===== src/rtl/call_return_stack_defines.svh =====
// Purpose: constants for the call/return stack unit
// Assumes: 21-bit program counter, byte-wide top-entry access
// Notes:   widths, reset values and default depth
`ifndef CALL_RETURN_STACK_DEFINES_SVH
`define CALL_RETURN_STACK_DEFINES_SVH

`define PC_WIDTH          21
`define BYTE_WIDTH        8
`define UPPER_WIDTH       5
`define STACK_DEPTH       31
`define PTR_WIDTH         5
`define PC_RESET          21'h000000
`define BYTE_RESET        8'h00
`define PTR_RESET         5'h00

`endif


===== src/rtl/call_return_stack_pkg.sv =====
// Purpose: types for the call/return stack unit
// Assumes: constants header included alongside
// Notes:   top-entry byte select encoding
`include "call_return_stack_defines.svh"

package call_return_stack_pkg;

    typedef enum logic [1:0] {
        TOP_BYTE_LOW   = 2'h0,
        TOP_BYTE_HIGH  = 2'h1,
        TOP_BYTE_UPPER = 2'h2
    } top_byte_sel_t;

    typedef enum logic [2:0] {
        FAULT_IDLE  = 3'h1,
        FAULT_FLAG  = 3'h2,
        FAULT_RESET = 3'h4
    } fault_state_t;

endpackage


===== src/rtl/return_stack_mem.sv =====
// Purpose: entry store for the return-address stack
// Assumes: one write port, one read port, registered read data
// Notes:   read data follow the read address one cycle later
`timescale 1ns/10ps
`default_nettype none
`include "call_return_stack_defines.svh"

module return_stack_mem (
    input  wire logic                   ref_clk_in,
    input  wire logic                   wr_en_in,
    input  wire logic [`PTR_WIDTH-1:0]  wr_addr_in,
    input  wire logic [`PC_WIDTH-1:0]   wr_data_in,
    input  wire logic [`PTR_WIDTH-1:0]  rd_addr_in,
    output logic      [`PC_WIDTH-1:0]   rd_data_out
);

    logic [`PC_WIDTH-1:0] entry_ff [0:`STACK_DEPTH];

    always_ff @(posedge ref_clk_in) begin
        if (wr_en_in) begin
            entry_ff[wr_addr_in] <= wr_data_in;
        end
    end

    always_ff @(posedge ref_clk_in) begin
        rd_data_out <= entry_ff[rd_addr_in];
    end

endmodule

`default_nettype wire


===== src/rtl/call_return_stack_unit.sv =====
// Purpose: return-address stack and one-level shadow register store
// Assumes: sequencer events are one-cycle pulses on ref_clk_in, one per cycle
// Notes:   top entry held in a register; lower entries live in the memory
`timescale 1ns/10ps
`default_nettype none
`include "call_return_stack_defines.svh"

// Notes on behaviour
// - Push increments pointer and stores current program counter as new top.
// - Software reads and overwrites the top entry as upper, high, low bytes.
// - Pop decrements pointer; previously pushed value becomes the top.
// - Fault reset disabled: full or underflow sets flag only, no reset.
// - Fault reset enabled: flag is set first, then a device reset is requested.
// - Full and underflow flags clear only by software or power-on reset.
// - Single shadow store for status, working and bank-select, not software visible.
// - Interrupt vectoring of either priority copies the three registers into shadow.
// - Fast return reloads the three registers; plain return leaves them unchanged.
// - High-priority interrupt overwrites shadow values saved by a low-priority one.
// - Fast call copies the three registers into the shadow store.
// - Entries and saved program counter are 21 bits, exposed as three bytes.
module call_return_stack_unit (
    input  wire logic                    ref_clk_in,
    input  wire logic                    reset_in,
    input  wire logic                    por_in,
    input  wire logic                    stack_fault_reset_enable_in,
    input  wire logic [`PC_WIDTH-1:0]    pc_in,
    input  wire logic                    push_in,
    input  wire logic                    pop_in,
    input  wire logic                    call_in,
    input  wire logic                    return_in,
    input  wire logic                    fast_in,
    input  wire logic                    irq_vector_in,
    input  wire logic                    top_wr_in,
    input  wire logic [1:0]              top_sel_in,
    input  wire logic [`BYTE_WIDTH-1:0]  top_wr_data_in,
    input  wire logic                    flag_clear_full_in,
    input  wire logic                    flag_clear_unf_in,
    input  wire logic [`BYTE_WIDTH-1:0]  status_in,
    input  wire logic [`BYTE_WIDTH-1:0]  working_register_in,
    input  wire logic [`BYTE_WIDTH-1:0]  bank_select_register_in,
    output logic      [`PC_WIDTH-1:0]    stack_top_entry_out,
    output logic      [`BYTE_WIDTH-1:0]  stack_top_upper_byte_out,
    output logic      [`BYTE_WIDTH-1:0]  stack_top_high_byte_out,
    output logic      [`BYTE_WIDTH-1:0]  stack_top_low_byte_out,
    output logic      [`PTR_WIDTH-1:0]   stack_ptr_out,
    output logic                         stack_full_flag_out,
    output logic                         stack_underflow_flag_out,
    output logic                         stack_reset_req_out,
    output logic                         restore_valid_out,
    output logic      [`BYTE_WIDTH-1:0]  restore_status_out,
    output logic      [`BYTE_WIDTH-1:0]  restore_working_out,
    output logic      [`BYTE_WIDTH-1:0]  restore_bank_out
);

    // ------------------------------------------------------------
    // Stack pointer and events
    // ------------------------------------------------------------
    logic [`PTR_WIDTH-1:0]  ptr_ff;
    logic [`PC_WIDTH-1:0]   top_ff;
    logic                   full_ff;
    logic                   unf_ff;
    logic                   fault_pend_ff;
    logic                   reset_req_ff;
    logic [`BYTE_WIDTH-1:0] sh_status_ff;
    logic [`BYTE_WIDTH-1:0] sh_working_ff;
    logic [`BYTE_WIDTH-1:0] sh_bank_ff;
    logic                   restore_valid_ff;
    logic                   refill_ff;
    logic [`PC_WIDTH-1:0]   mem_rd_data;

    wire do_push      = push_in | call_in;
    wire do_pop       = pop_in | return_in;
    wire stack_empty  = (ptr_ff == `PTR_RESET);
    wire at_full      = (ptr_ff == `PTR_WIDTH'(`STACK_DEPTH));
    // Full detected when a push arrives with the pointer already at STACK_DEPTH
    wire push_fault   = do_push & at_full;
    wire pop_fault    = do_pop & stack_empty;
    wire push_ok      = do_push & ~at_full;
    wire pop_ok       = do_pop & ~stack_empty;

    wire [`PTR_WIDTH-1:0] ptr_inc = ptr_ff + `PTR_WIDTH'(1);
    wire [`PTR_WIDTH-1:0] ptr_dec = ptr_ff - `PTR_WIDTH'(1);

    wire [`PTR_WIDTH-1:0] nxt_ptr =
        push_ok ? ptr_inc :
        pop_ok  ? ptr_dec :
        ptr_ff;

    always_ff @(posedge ref_clk_in) begin
        if (reset_in) begin
            ptr_ff <= `PTR_RESET;
        end else begin
            ptr_ff <= nxt_ptr;
        end
    end

    // ------------------------------------------------------------
    // Entry store and top-entry register
    // ------------------------------------------------------------
    // Old top spills into memory at its own index on push
    wire                  mem_wr   = push_ok & ~stack_empty;
    // Read address is the entry that becomes the top after a pop
    wire [`PTR_WIDTH-1:0] mem_rd_addr = ptr_dec;
    // Refill still in flight: spill the fetched entry, not the stale top
    wire [`PC_WIDTH-1:0]  mem_wr_data = refill_ff ? mem_rd_data : top_ff;

    return_stack_mem u_mem (
        .ref_clk_in  (ref_clk_in),
        .wr_en_in    (mem_wr),
        .wr_addr_in  (ptr_ff),
        .wr_data_in  (mem_wr_data),
        .rd_addr_in  (mem_rd_addr),
        .rd_data_out (mem_rd_data)
    );

    wire [`PC_WIDTH-1:0] top_byte_wr =
        (top_sel_in == call_return_stack_pkg::TOP_BYTE_UPPER) ?
            {top_wr_data_in[`UPPER_WIDTH-1:0], top_ff[15:0]} :
        (top_sel_in == call_return_stack_pkg::TOP_BYTE_HIGH) ?
            {top_ff[20:16], top_wr_data_in, top_ff[7:0]} :
            {top_ff[20:8], top_wr_data_in};

    wire [`PC_WIDTH-1:0] nxt_top =
        push_ok   ? pc_in :
        refill_ff ? mem_rd_data :
        (top_wr_in & ~stack_empty) ? top_byte_wr :
        pop_ok & (ptr_ff == `PTR_WIDTH'(1)) ? `PC_RESET :
        top_ff;

    always_ff @(posedge ref_clk_in) begin
        if (reset_in) begin
            top_ff    <= `PC_RESET;
            refill_ff <= 1'b0;
        end else begin
            top_ff    <= nxt_top;
            refill_ff <= pop_ok & (ptr_ff > `PTR_WIDTH'(1));
        end
    end

    assign stack_top_entry_out      = top_ff;
    assign stack_top_upper_byte_out = {3'h0, top_ff[20:16]};
    assign stack_top_high_byte_out  = top_ff[15:8];
    assign stack_top_low_byte_out   = top_ff[7:0];
    assign stack_ptr_out            = ptr_ff;

    // ------------------------------------------------------------
    // Fault flags and stack-triggered reset
    // ------------------------------------------------------------
    // Flags survive reset_in; only por_in or software clears them
    wire nxt_full = push_fault | (full_ff & ~flag_clear_full_in);
    wire nxt_unf  = pop_fault  | (unf_ff  & ~flag_clear_unf_in);
    wire fault    = push_fault | pop_fault;

    always_ff @(posedge ref_clk_in) begin
        if (por_in) begin
            full_ff <= 1'b0;
            unf_ff  <= 1'b0;
        end else begin
            full_ff <= nxt_full;
            unf_ff  <= nxt_unf;
        end
    end

    // Flag lands first, reset request one cycle later
    always_ff @(posedge ref_clk_in) begin
        if (reset_in | por_in) begin
            fault_pend_ff <= 1'b0;
            reset_req_ff  <= 1'b0;
        end else begin
            fault_pend_ff <= fault & stack_fault_reset_enable_in;
            reset_req_ff  <= fault_pend_ff;
        end
    end

    assign stack_full_flag_out      = full_ff;
    assign stack_underflow_flag_out = unf_ff;
    assign stack_reset_req_out      = reset_req_ff;

    // ------------------------------------------------------------
    // Shadow register store
    // ------------------------------------------------------------
    // One level only: any save overwrites the previous contents
    wire shadow_save = irq_vector_in | (call_in & fast_in);
    wire fast_ret    = return_in & fast_in;

    always_ff @(posedge ref_clk_in) begin
        if (reset_in) begin
            sh_status_ff  <= `BYTE_RESET;
            sh_working_ff <= `BYTE_RESET;
            sh_bank_ff    <= `BYTE_RESET;
        end else if (shadow_save) begin
            sh_status_ff  <= status_in;
            sh_working_ff <= working_register_in;
            sh_bank_ff    <= bank_select_register_in;
        end
    end

    always_ff @(posedge ref_clk_in) begin
        if (reset_in) begin
            restore_valid_ff <= 1'b0;
        end else begin
            restore_valid_ff <= fast_ret;
        end
    end

    assign restore_valid_out   = restore_valid_ff;
    assign restore_status_out  = sh_status_ff;
    assign restore_working_out = sh_working_ff;
    assign restore_bank_out    = sh_bank_ff;

endmodule

`default_nettype wire


===== config.mk =====
export PLATFORM = sky130hd
export DESIGN_NAME = call_return_stack_unit
export DESIGN_NICKNAME = d
export VERILOG_FILES = /design/src/rtl/call_return_stack_pkg.sv /design/src/rtl/return_stack_mem.sv /design/src/rtl/call_return_stack_unit.sv
export VERILOG_INCLUDE_DIRS = /design/src /design/src/rtl
export SDC_FILE = /design/constraint.sdc
export NUM_CORES = 1
export LEC_CHECK = 0
export BUFFER_PORTS_ARGS = -buffer_cell sky130_fd_sc_hd__buf_4
export CORE_MARGIN = 4
export CORE_UTILIZATION = 40
export CTS_CLUSTER_SIZE = 10
export DETAILED_ROUTE_END_ITERATION = 10
export PLACE_DENSITY = 0.68
export SLEW_MARGIN = 20
export SYNTH_ARGS = -nofsm -noshare
export SYNTH_HDL_FRONTEND = slang
export SYNTH_SLANG_ARGS = --single-unit

===== constraint.sdc =====
create_clock -name ref_clk_in -period 3.2 [get_ports ref_clk_in]
set_clock_uncertainty 0.05 [all_clocks]
set_input_delay 0.64 -clock ref_clk_in [delete_from_list [all_inputs] [get_ports ref_clk_in]]
set_output_delay 0.64 -clock ref_clk_in [all_outputs]
set_load 0.05 [all_outputs]

==> impl_metrics.tcl, run 1 <==
set metrics [dict create \
    status "finished, final reports clean" \
    dieArea_um2 78750 \
    synthTopCellsByArea "edfxtp_1, mux4_2, dfxtp_1" \
    grt_max_degree 96 \
    seq_area_frac_synth 0.7306 \
    htree_num_levels 3 \
    dr_wl_met2_um 33470 \
    core_area_um2 73330 \
    drive_above_1_share 0.3444 \
    ys_seq_elements 749 \
    synth_top_cell_area_share 0.6788 \
    drc 0 \
    grt_pass1_wl_um 103900 \
    power_w 0.02586 \
    clockBufferDepth 3 \
    final_common_cell "edfxtp_1" \
    fin_nets 1862 \
    r2r_setup_slack_ns 0.25 \
    cts_tree "yes" \
    yosysWarningCount 0 \
    slew_headroom 0.3246 \
    clock-sinks 749 \
    syn_avg_cell_area_um2 18.86 \
    placed_cell_area_um2 32520 \
    ys.flop_type "edfxtp_1" \
    setup_viol 0 \
    ir_drop_mv 0.6015 \
    antenna_found_initial 0 \
    first_iter_violations 1568 \
    dr.pass1.iters 5 \
    rsz0062_at_grt "false" \
    track_usage 0.1769 \
    overflow 0 \
    tightest_slew_ns 1.013 \
    synth_edf_count 672 \
    crit_type "flip-flop to flip-flop" \
    grt_pass1_vias 15964 \
    final_cell_mix "edfxtp_1, buf_4, mux4_2" \
    crit_required_ns 3.46 \
    fin_crit_sh 0.9219 \
    met3WireLength_um 5772 \
    synthArstFlopShare 0 \
    place_inst 2660 \
    ys_types 51 \
    power-per-cell-area_nw_per_um2 738.4 \
    worstReg2RegStart "stack_ptr_out[1]" \
    avgRoutedWirePerCell_um 24.99 \
    ant_nets 0 \
    power_leakage_nw 11.51 \
    totalWireLength_um 70010 \
    synth_area_um2 29730 \
    start_util 0.4054 \
    wl_met1_um 29340 \
    synthCells 1576 \
    syn_to_final_growth_pct 17.79 \
    start_kind "flip-flop" \
    min_to "stack_underflow_flag_out" \
    hp-class "input port to flip-flop" \
    clockRootBuffer "clkbuf_16" \
    gp_congestion 0.8835 \
    rows 99 \
    cts_inserted_buffers 85 \
    fmax_mhz 339.0 \
    cts_setup_buffers 0 \
    critPathMaxFanout 21 \
    timing.max_cap.violations 0 \
    clk_pin_slew_ns 0.06 \
    crit_arrival_ns 3.21 \
    clk_latency_ns 0.63 \
    finalMaxSlewViolations 0 \
    end_kind "flip-flop" \
    cts_resized 0 \
    die_h_um 280.6 \
    stdcell_count 2801 \
    ios 146 \
    top_layer "met4" \
    finalCriticalPeriod_ns 2.950 \
    place_hpwl_um 43080 \
    routed-via-count 15777 \
    die_w_um 280.6 \
    synth_area_leader_cell "edfxtp_1" \
    hp-start "por_in" \
    r2r-end "u_mem.entry_ff[4][18]" \
    via_per_inst 5.633 \
    whs_path_depth 2 \
    worst_r2r_path_depth 7 \
    ctsHoldBuffers 0 \
    port_buffers 142 \
    hold_viol_final 0 \
    final_area_um2 35020 \
]
-- power by group --
group	internal, W	switching, W
combinational	0.00215	0.00323
sequential	0.0116	0.000273
clock	0.00503	0.00362
total	0.0187	0.00712
-- worst max-delay path, cell delays in order, from the launching register on --
cell and delay, ns:
dfxtp_1 0.38, ha_1 0.29, and3_1 0.22, ha_1 0.21, o21ba_2 0.41, nand3b_1 0.49
nor2_2 0.32, buf_12 0.23
-- cell usage after synthesis (all sizes together) (2+ instances only) --
cell and instances:
nor3 4, nand3 19, clkbuf 44, nor3b 2, inv 24, nor2b 3
edfxtp 672, and3 3, nor4b 5, mux2i 22, xnor2 3, nand3b 2
ha 6, a2111oi 21, o32ai 8, nand2b 7, nand2 102, a21oi 80
and2 4, a31oi 35, nand4 16, nand4b 3, mux2 63, o21ai 39
buf 78, and4 2, o21ba 3, or3 2, mux4 168, dfxtp 77
o21a 2, nor2 46
-- sequential cells by signal, indices dropped and copies added, names as in the netlist --
register / cells
u_mem.entry_ff: 672
stack_top_entry_out: 21
u_mem.rd_data_out: 21
restore_bank_out: 8
restore_status_out: 8
restore_working_out: 8
stack_ptr_out: 5
fault_pend_ff: 1
refill_ff: 1
restore_valid_out: 1
stack_full_flag_out: 1
stack_reset_req_out: 1
stack_underflow_flag_out: 1
-- per-stage QoR --
stage / setup WS [ns] / utilization / setup TNS, ns / hold WS, ns
2_1_floorplan: -0.2588 / - / -133.64 / 0.3557
3_3_place_gp: 0.3494 / 0.4434 / 0 / 0.3630
3_5_place_dp: 0.1349 / 0.4435 / 0 / 0.3822
4_1_cts: 0.1177 / 0.4768 / 0 / 0.1283
5_1_grt: 0.1430 / 0.4775 / 0 / 0.1459
6_report: 0.2500 / 0.4776 / 0 / 0.1680
-- layout make-up --
cell class,instances,area (um^2)
Clock buffer,133,2349
Antenna cell,1,2.502
Inverter,24,90.09
Multi-Input combinational cell,704,7511
Clock inverter,7,97.59
Fill cell,5977,38310
Tap cell,959,1200
Sequential cell,749,21730
Timing Repair Buffer,224,2044
-- per-layer routing --
metal,track usage,vias up
li1,-,6747
met1,0.2506,8224
met2,0.2861,707
met3,0.03029,99
met4,0.04886,0
met5,0,-
-- cells by family after synthesis --
family | count (synthesis) | synth area share
flops | 749 | 0.7306
mux | 253 | 0.1585
fa+ha+maj | 6 | 0.002525
other cells | 1 | 0.0001261
simple gates | 223 | 0.03510
compound gates | 194 | 0.04356
xor+xnor | 4 | 0.001431
buf+inv | 146 | 0.02811
-- how the worst max path moves through the flow --
stage	start	end	slack [ns]
2_1_floorplan	stack_ptr_out[3]	u_mem.entry_ff[24][0]	-0.26
3_3_place_gp	stack_ptr_out[1]	stack_top_entry_out[2]	0.35
3_5_place_dp	stack_ptr_out[1]	stack_top_entry_out[7]	0.13
4_1_cts	stack_ptr_out[1]	stack_top_entry_out[7]	0.12
5_1_grt	stack_ptr_out[1]	u_mem.rd_data_out[2]	0.14
6_report	stack_ptr_out[1]	u_mem.entry_ff[4][18]	0.25
Note: power is estimated with default switching activity, not from simulation.
==> run 2, diff against run 1 <==
--- a/config.mk
+++ b/config.mk
@@ -7,11 +7,14 @@
 export NUM_CORES = 1
 export LEC_CHECK = 0
 export BUFFER_PORTS_ARGS = -buffer_cell sky130_fd_sc_hd__buf_4
+export CELL_PAD_IN_SITES_DETAIL_PLACEMENT = 1
+export CELL_PAD_IN_SITES_GLOBAL_PLACEMENT = 2
 export CORE_MARGIN = 4
 export CORE_UTILIZATION = 40
 export CTS_CLUSTER_SIZE = 10
 export DETAILED_ROUTE_END_ITERATION = 10
-export PLACE_DENSITY = 0.68
+export PLACE_DENSITY = 0.82
+export RECOVER_POWER = 50
 export SLEW_MARGIN = 20
 export SYNTH_ARGS = -nofsm -noshare
 export SYNTH_HDL_FRONTEND = slang
==> run 2 against run 1 <==
Net effect:
- the flow now finishes with violations (capacitance limit, slew limit)
- via count increased by 2.5%
- power grew 1.4%
- first-iteration DRC count decreased by 2.4%
- final cell count rose by 0.39%
- sequential cell count did not move
- sequential power about the same
- clock power up 4.1%
- routed wire length is 12% higher
- worst setup slack better by 0.028 ns
- non-clock buffer count grew 5
- combinational power barely moved
- critical endpoint is now u_mem.entry_ff[23][17]
==> impl_metrics.tcl, run 2 (synthesized netlist as in run 1, its figures left out) <==
set metrics [dict create \
    die_w_um 280.6 \
    power_leakage_nw 11.18 \
    place_inst 2663 \
    hp-class "input port to flip-flop" \
    rows 99 \
    clockBufferDepth 3 \
    status "finished with violations" \
    clock-sinks 749 \
    final_common_cell "edfxtp_1" \
    routed-via-count 16169 \
    rsz0062_at_grt "false" \
    cts_resized 0 \
    ios 146 \
    finalCriticalPeriod_ns 2.922 \
    setup_viol 0 \
    clockRootBuffer "clkbuf_16" \
    fin_tns_setup_ns 0 \
    fin_crit_sh 0.9133 \
    place_hpwl_um 48100 \
    slew_headroom -0.6764 \
    cts_setup_buffers 0 \
    antenna_found_initial 0 \
    first_iter_violations 1531 \
    multi_input_area_um2 7408 \
    crit_type "flip-flop to flip-flop" \
    clk_latency_ns 0.65 \
    holdWs_ns 0.1453 \
    drive_above_1_share 0.2968 \
    r2r_setup_slack_ns 0.28 \
    grt_pass1_vias 16954 \
    timing.max_cap.violations 8 \
    start_kind "flip-flop" \
    violations "capacitance limit, slew limit" \
    finalMaxSlewViolations 192 \
    dieArea_um2 78750 \
    crit_arrival_ns 3.10 \
    fin_nets 1869 \
    fmax_mhz 342.2 \
    port_buffers 142 \
    cts_inserted_buffers 87 \
    via_per_inst 5.750 \
    largest_register_ffs 672 \
    die_h_um 280.6 \
    grt_max_degree 106 \
    top_register "u_mem.entry_ff" \
    dp_slack_ns 0.3444 \
    end_kind "flip-flop" \
    totalWireLength_um 78220 \
    power-per-cell-area_nw_per_um2 758.1 \
    drc 0 \
    track_usage 0.1972 \
    gp_congestion 0.8324 \
    fillCellCount 6912 \
    htree_num_levels 3 \
    ant_nets 0 \
    ff_latch_area_um2 21730 \
    ctsHoldBuffers 0 \
    tightest_slew_ns 2.515 \
    avgRoutedWirePerCell_um 27.82 \
    syn_to_final_growth_pct 16.37 \
    grt_pass1_wl_um 114900 \
    setup_slack_ns 0.2775 \
    stdcell_count 2812 \
    ir_drop_mv 0.4748 \
    overflow 0 \
    crit_required_ns 3.38 \
    final_cell_mix "edfxtp_1, mux4_2, clkbuf_1" \
    core_area_um2 73330 \
    clk_pin_slew_ns 0.06 \
    antenna_cells 0 \
    hold_viol_final 0 \
    start_util 0.4054 \
    cts_tree "yes" \
    dr.pass1.iters 5 \
    critPathMaxFanout 32 \
]
## run 2: power by group
group          total [W]  switching (W)  internal, W
Combinational    0.00536        0.00332      0.00203
Sequential        0.0119       0.000291       0.0116
Clock            0.00899        0.00383      0.00517
## run 2: final timing paths
path	start	to	cells after the start
max	refill_ff	u_mem.entry_ff[23][17]	4
min	por_in	stack_underflow_flag_out	2
max reg2reg	refill_ff	u_mem.entry_ff[23][17]	4
min reg2reg	fault_pend_ff	stack_reset_req_out	1
## run 2: worst max-delay path, stage by stage (launching register included)
cell	delay, ns
dfxtp_2	0.84
clkbuf_2	0.32
nand2_1	0.12
o21ai_0	0.10
clkbuf_1	1.07
## run 2: layer usage
metal  global-route usage  share of wire  vias up
met1               0.2755           0.42     8648
met2               0.3216           0.49      655
met4              0.05068          0.022        0
met5                    0              0        -
li1                     -              -     6744
met3              0.03844          0.070      122
## run 2: area by class of cell
cell class                      count  share of cell area
Clock inverter                      9            0.003942
Sequential cell                   749              0.6280
Multi-Input combinational cell    704              0.2141
Inverter                           24            0.002604
Clock buffer                      138             0.06962
Timing Repair Buffer              229             0.04705
Tap cell                          959             0.03468
## run 2: through the flow
step                        util  cell area [um^2]  total power, W
after global placement    0.4419             32400         0.01730
after CTS                 0.4766             34950         0.02652
after floorplan                -             29820         0.01554
after detailed placement  0.4419             32400         0.01749
after global routing      0.4718             34600         0.02721
final                     0.4718             34600         0.02623
==> run 3, diff against run 2 <==
--- a/config.mk
+++ b/config.mk
@@ -13,7 +13,7 @@
 export CORE_UTILIZATION = 40
 export CTS_CLUSTER_SIZE = 10
 export DETAILED_ROUTE_END_ITERATION = 10
-export PLACE_DENSITY = 0.82
+export PLACE_DENSITY = 0.69
 export RECOVER_POWER = 50
 export SLEW_MARGIN = 20
 export SYNTH_ARGS = -nofsm -noshare
==> run 3 against run 2 <==
Net effect:
- the run still ends with capacitance limit, slew limit left
- via count is 3.3% lower
- critical path depth is 3 higher
- non-clock buffer count is 7 higher
- count of clock-buffer cells in the layout stayed put
- routed wire length is 1.7% lower
- critical endpoint is now u_mem.rd_data_out[19]
- design area is 0.44% higher
- sequential share of layout area is 0.27 points lower
==> impl_metrics.tcl, run 3 (synthesized netlist as in run 1, its figures left out) <==
set metrics [dict create \
    worstReg2RegStart "stack_ptr_out[1]" \
    power_leakage_nw 11.26 \
    rows 99 \
    cts_tree "yes" \
    fillCellCount 6824 \
    fmax_mhz 355.4 \
    clkPwrFrac 0.338 \
    r2r-end "u_mem.rd_data_out[19]" \
    final_cell_mix "edfxtp_1, mux4_2, buf_4" \
    swShare 0.2774 \
    hp-class "input port to flip-flop" \
    critPathMaxFanout 61 \
    first_iter_violations 1311 \
    totalWireLength_um 76890 \
    syn_to_final_growth_pct 16.88 \
    power_w 0.02607 \
    r2r_setup_slack_ns 0.39 \
    ios 146 \
    overflow 0 \
    cts_resized 0 \
    avgRoutedWirePerCell_um 27.31 \
    drc 0 \
    die_h_um 280.6 \
    slowest_stage "ha_1" \
    worst_r2r_path_depth 7 \
    p_int_w 0.01884 \
    netSwitchingPower_w 0.007233 \
    cp.depth 7 \
    grt_pass1_wl_um 114200 \
    ir_drop_mv 0.3557 \
    cts_setup_buffers 0 \
    ctsHoldBuffers 0 \
    grt_pass1_vias 16673 \
    clk_latency_ns 0.62 \
    clk_pin_slew_ns 0.06 \
    seqPwrFrac 0.455 \
    end_kind "flip-flop" \
    die_w_um 280.6 \
    tightest_slew_ns 2.013 \
    cts_inserted_buffers 86 \
    slew_headroom -0.3509 \
    final_common_cell "edfxtp_1" \
    top_register "u_mem.entry_ff" \
    antenna_cells 0 \
    dr.pass1.iters 5 \
    clock-sinks 749 \
    stdcell_count 2816 \
    via_per_inst 5.554 \
    status "finished with violations" \
    crit_type "flip-flop to flip-flop" \
    fin_nets 1875 \
    track_usage 0.1972 \
    start_kind "flip-flop" \
    core_area_um2 73330 \
    drive_above_1_share 0.3016 \
    htree_num_levels 3 \
    rsz0062_at_grt "false" \
    clockBufferDepth 3 \
    largest_register_ffs 672 \
    port_buffers 142 \
    cp-endpoint "u_mem.rd_data_out[19]" \
    p_comb_frac 0.207 \
    violations "capacitance limit, slew limit" \
    ant_nets 0 \
    crit_buf_inv 2 \
    gp_congestion 0.7857 \
    power-per-cell-area_nw_per_um2 750.3 \
    fin_crit_sh 0.8792 \
    routed-via-count 15641 \
    whs_path_depth 2 \
    hold_viol_final 0 \
    crit_required_ns 3.59 \
    path_cells "inv_1 -> ha_1 -> buf_12 -> mux4_2 -> mux2_2 -> a31oi_1 -> a2111oi_2" \
    place_hpwl_um 48700 \
    start_util 0.4054 \
    max_stage_delay_ns 0.49 \
    grt_max_degree 80 \
    finalMaxSlewViolations 382 \
    crit_path_start "stack_ptr_out[1]" \
    finalCriticalPeriod_ns 2.813 \
    crit_arrival_ns 3.21 \
    crit_family "multiplexers" \
    timing.max_cap.violations 12 \
    antenna_found_initial 1 \
    dieArea_um2 78750 \
    setup_viol 0 \
    place_inst 2671 \
    clockRootBuffer "clkbuf_16" \
]
[run 3: cell count changes in the layout (fill, tap and decap cells not counted), sizes merged]
cell,delta
inv,-3
clkbuf,-15
clkinvlp,-1
buf,+22
bufinv,+1
[run 3: worst min-delay path by stage]
stage	from	end	slack (ns)
global route	por_in	stack_underflow_flag_out	0.12
floorplan	fault_pend_ff	stack_reset_req_out	0.36
CTS	por_in	stack_underflow_flag_out	0.10
global placement	fault_pend_ff	stack_reset_req_out	0.36
detailed placement	fault_pend_ff	stack_reset_req_out	0.37
finish	por_in	stack_underflow_flag_out	0.15
[run 3: metal layers]
| metal | vias up | GRT usage | routed length [um] |
|---|---|---|---|
| met4 | 2 | 0.04847 | 1359 |
| met3 | 91 | 0.03337 | 4464 |
| met5 | - | 0 | 13 |
| met2 | 493 | 0.3166 | 36910 |
| met1 | 8293 | 0.2844 | 34140 |
| li1 | 6762 | - | - |
[run 3: final cells by class]
class / instances / area [um^2] / share of cell area
clock buffer: 138 / 2400 / 0.06906
timing repair buffer: 236 / 1842 / 0.05300
tap: 959 / 1200 / 0.03453
sequential: 749 / 21730 / 0.6253
multi-input combinational: 704 / 7402 / 0.2130
clock inverter: 6 / 86.33 / 0.002485
inverter: 24 / 90.09 / 0.002593
[run 3: metrics by stage]
| stage | setup slack (ns) | TNS (ns) | hold WS, ns | cell area [um^2] | utilization |
|---|---|---|---|---|---|
| 2_1_floorplan | -0.2588 | -133.64 | 0.3557 | 29820 | - |
| 4_1_cts | 0.4947 | 0 | 0.1010 | 35130 | 0.4791 |
| 6_report | 0.3865 | 0 | 0.1517 | 34750 | 0.4739 |
| 5_1_grt | 0.2231 | 0 | 0.1223 | 34750 | 0.4739 |
| 3_3_place_gp | 0.5507 | 0 | 0.3617 | 32590 | 0.4444 |
| 3_5_place_dp | 0.4936 | 0 | 0.3746 | 32640 | 0.4452 |
[run 3: power groups by stage]
stage          Sequential, W  Clock (W)  Combinational, W
2_1_floorplan         0.0121          0           0.00347
3_5_place_dp          0.0120          0           0.00559
6_report              0.0119    0.00881           0.00540
5_1_grt               0.0119    0.00954           0.00579
3_3_place_gp          0.0120          0           0.00547
4_1_cts               0.0118    0.00905           0.00562
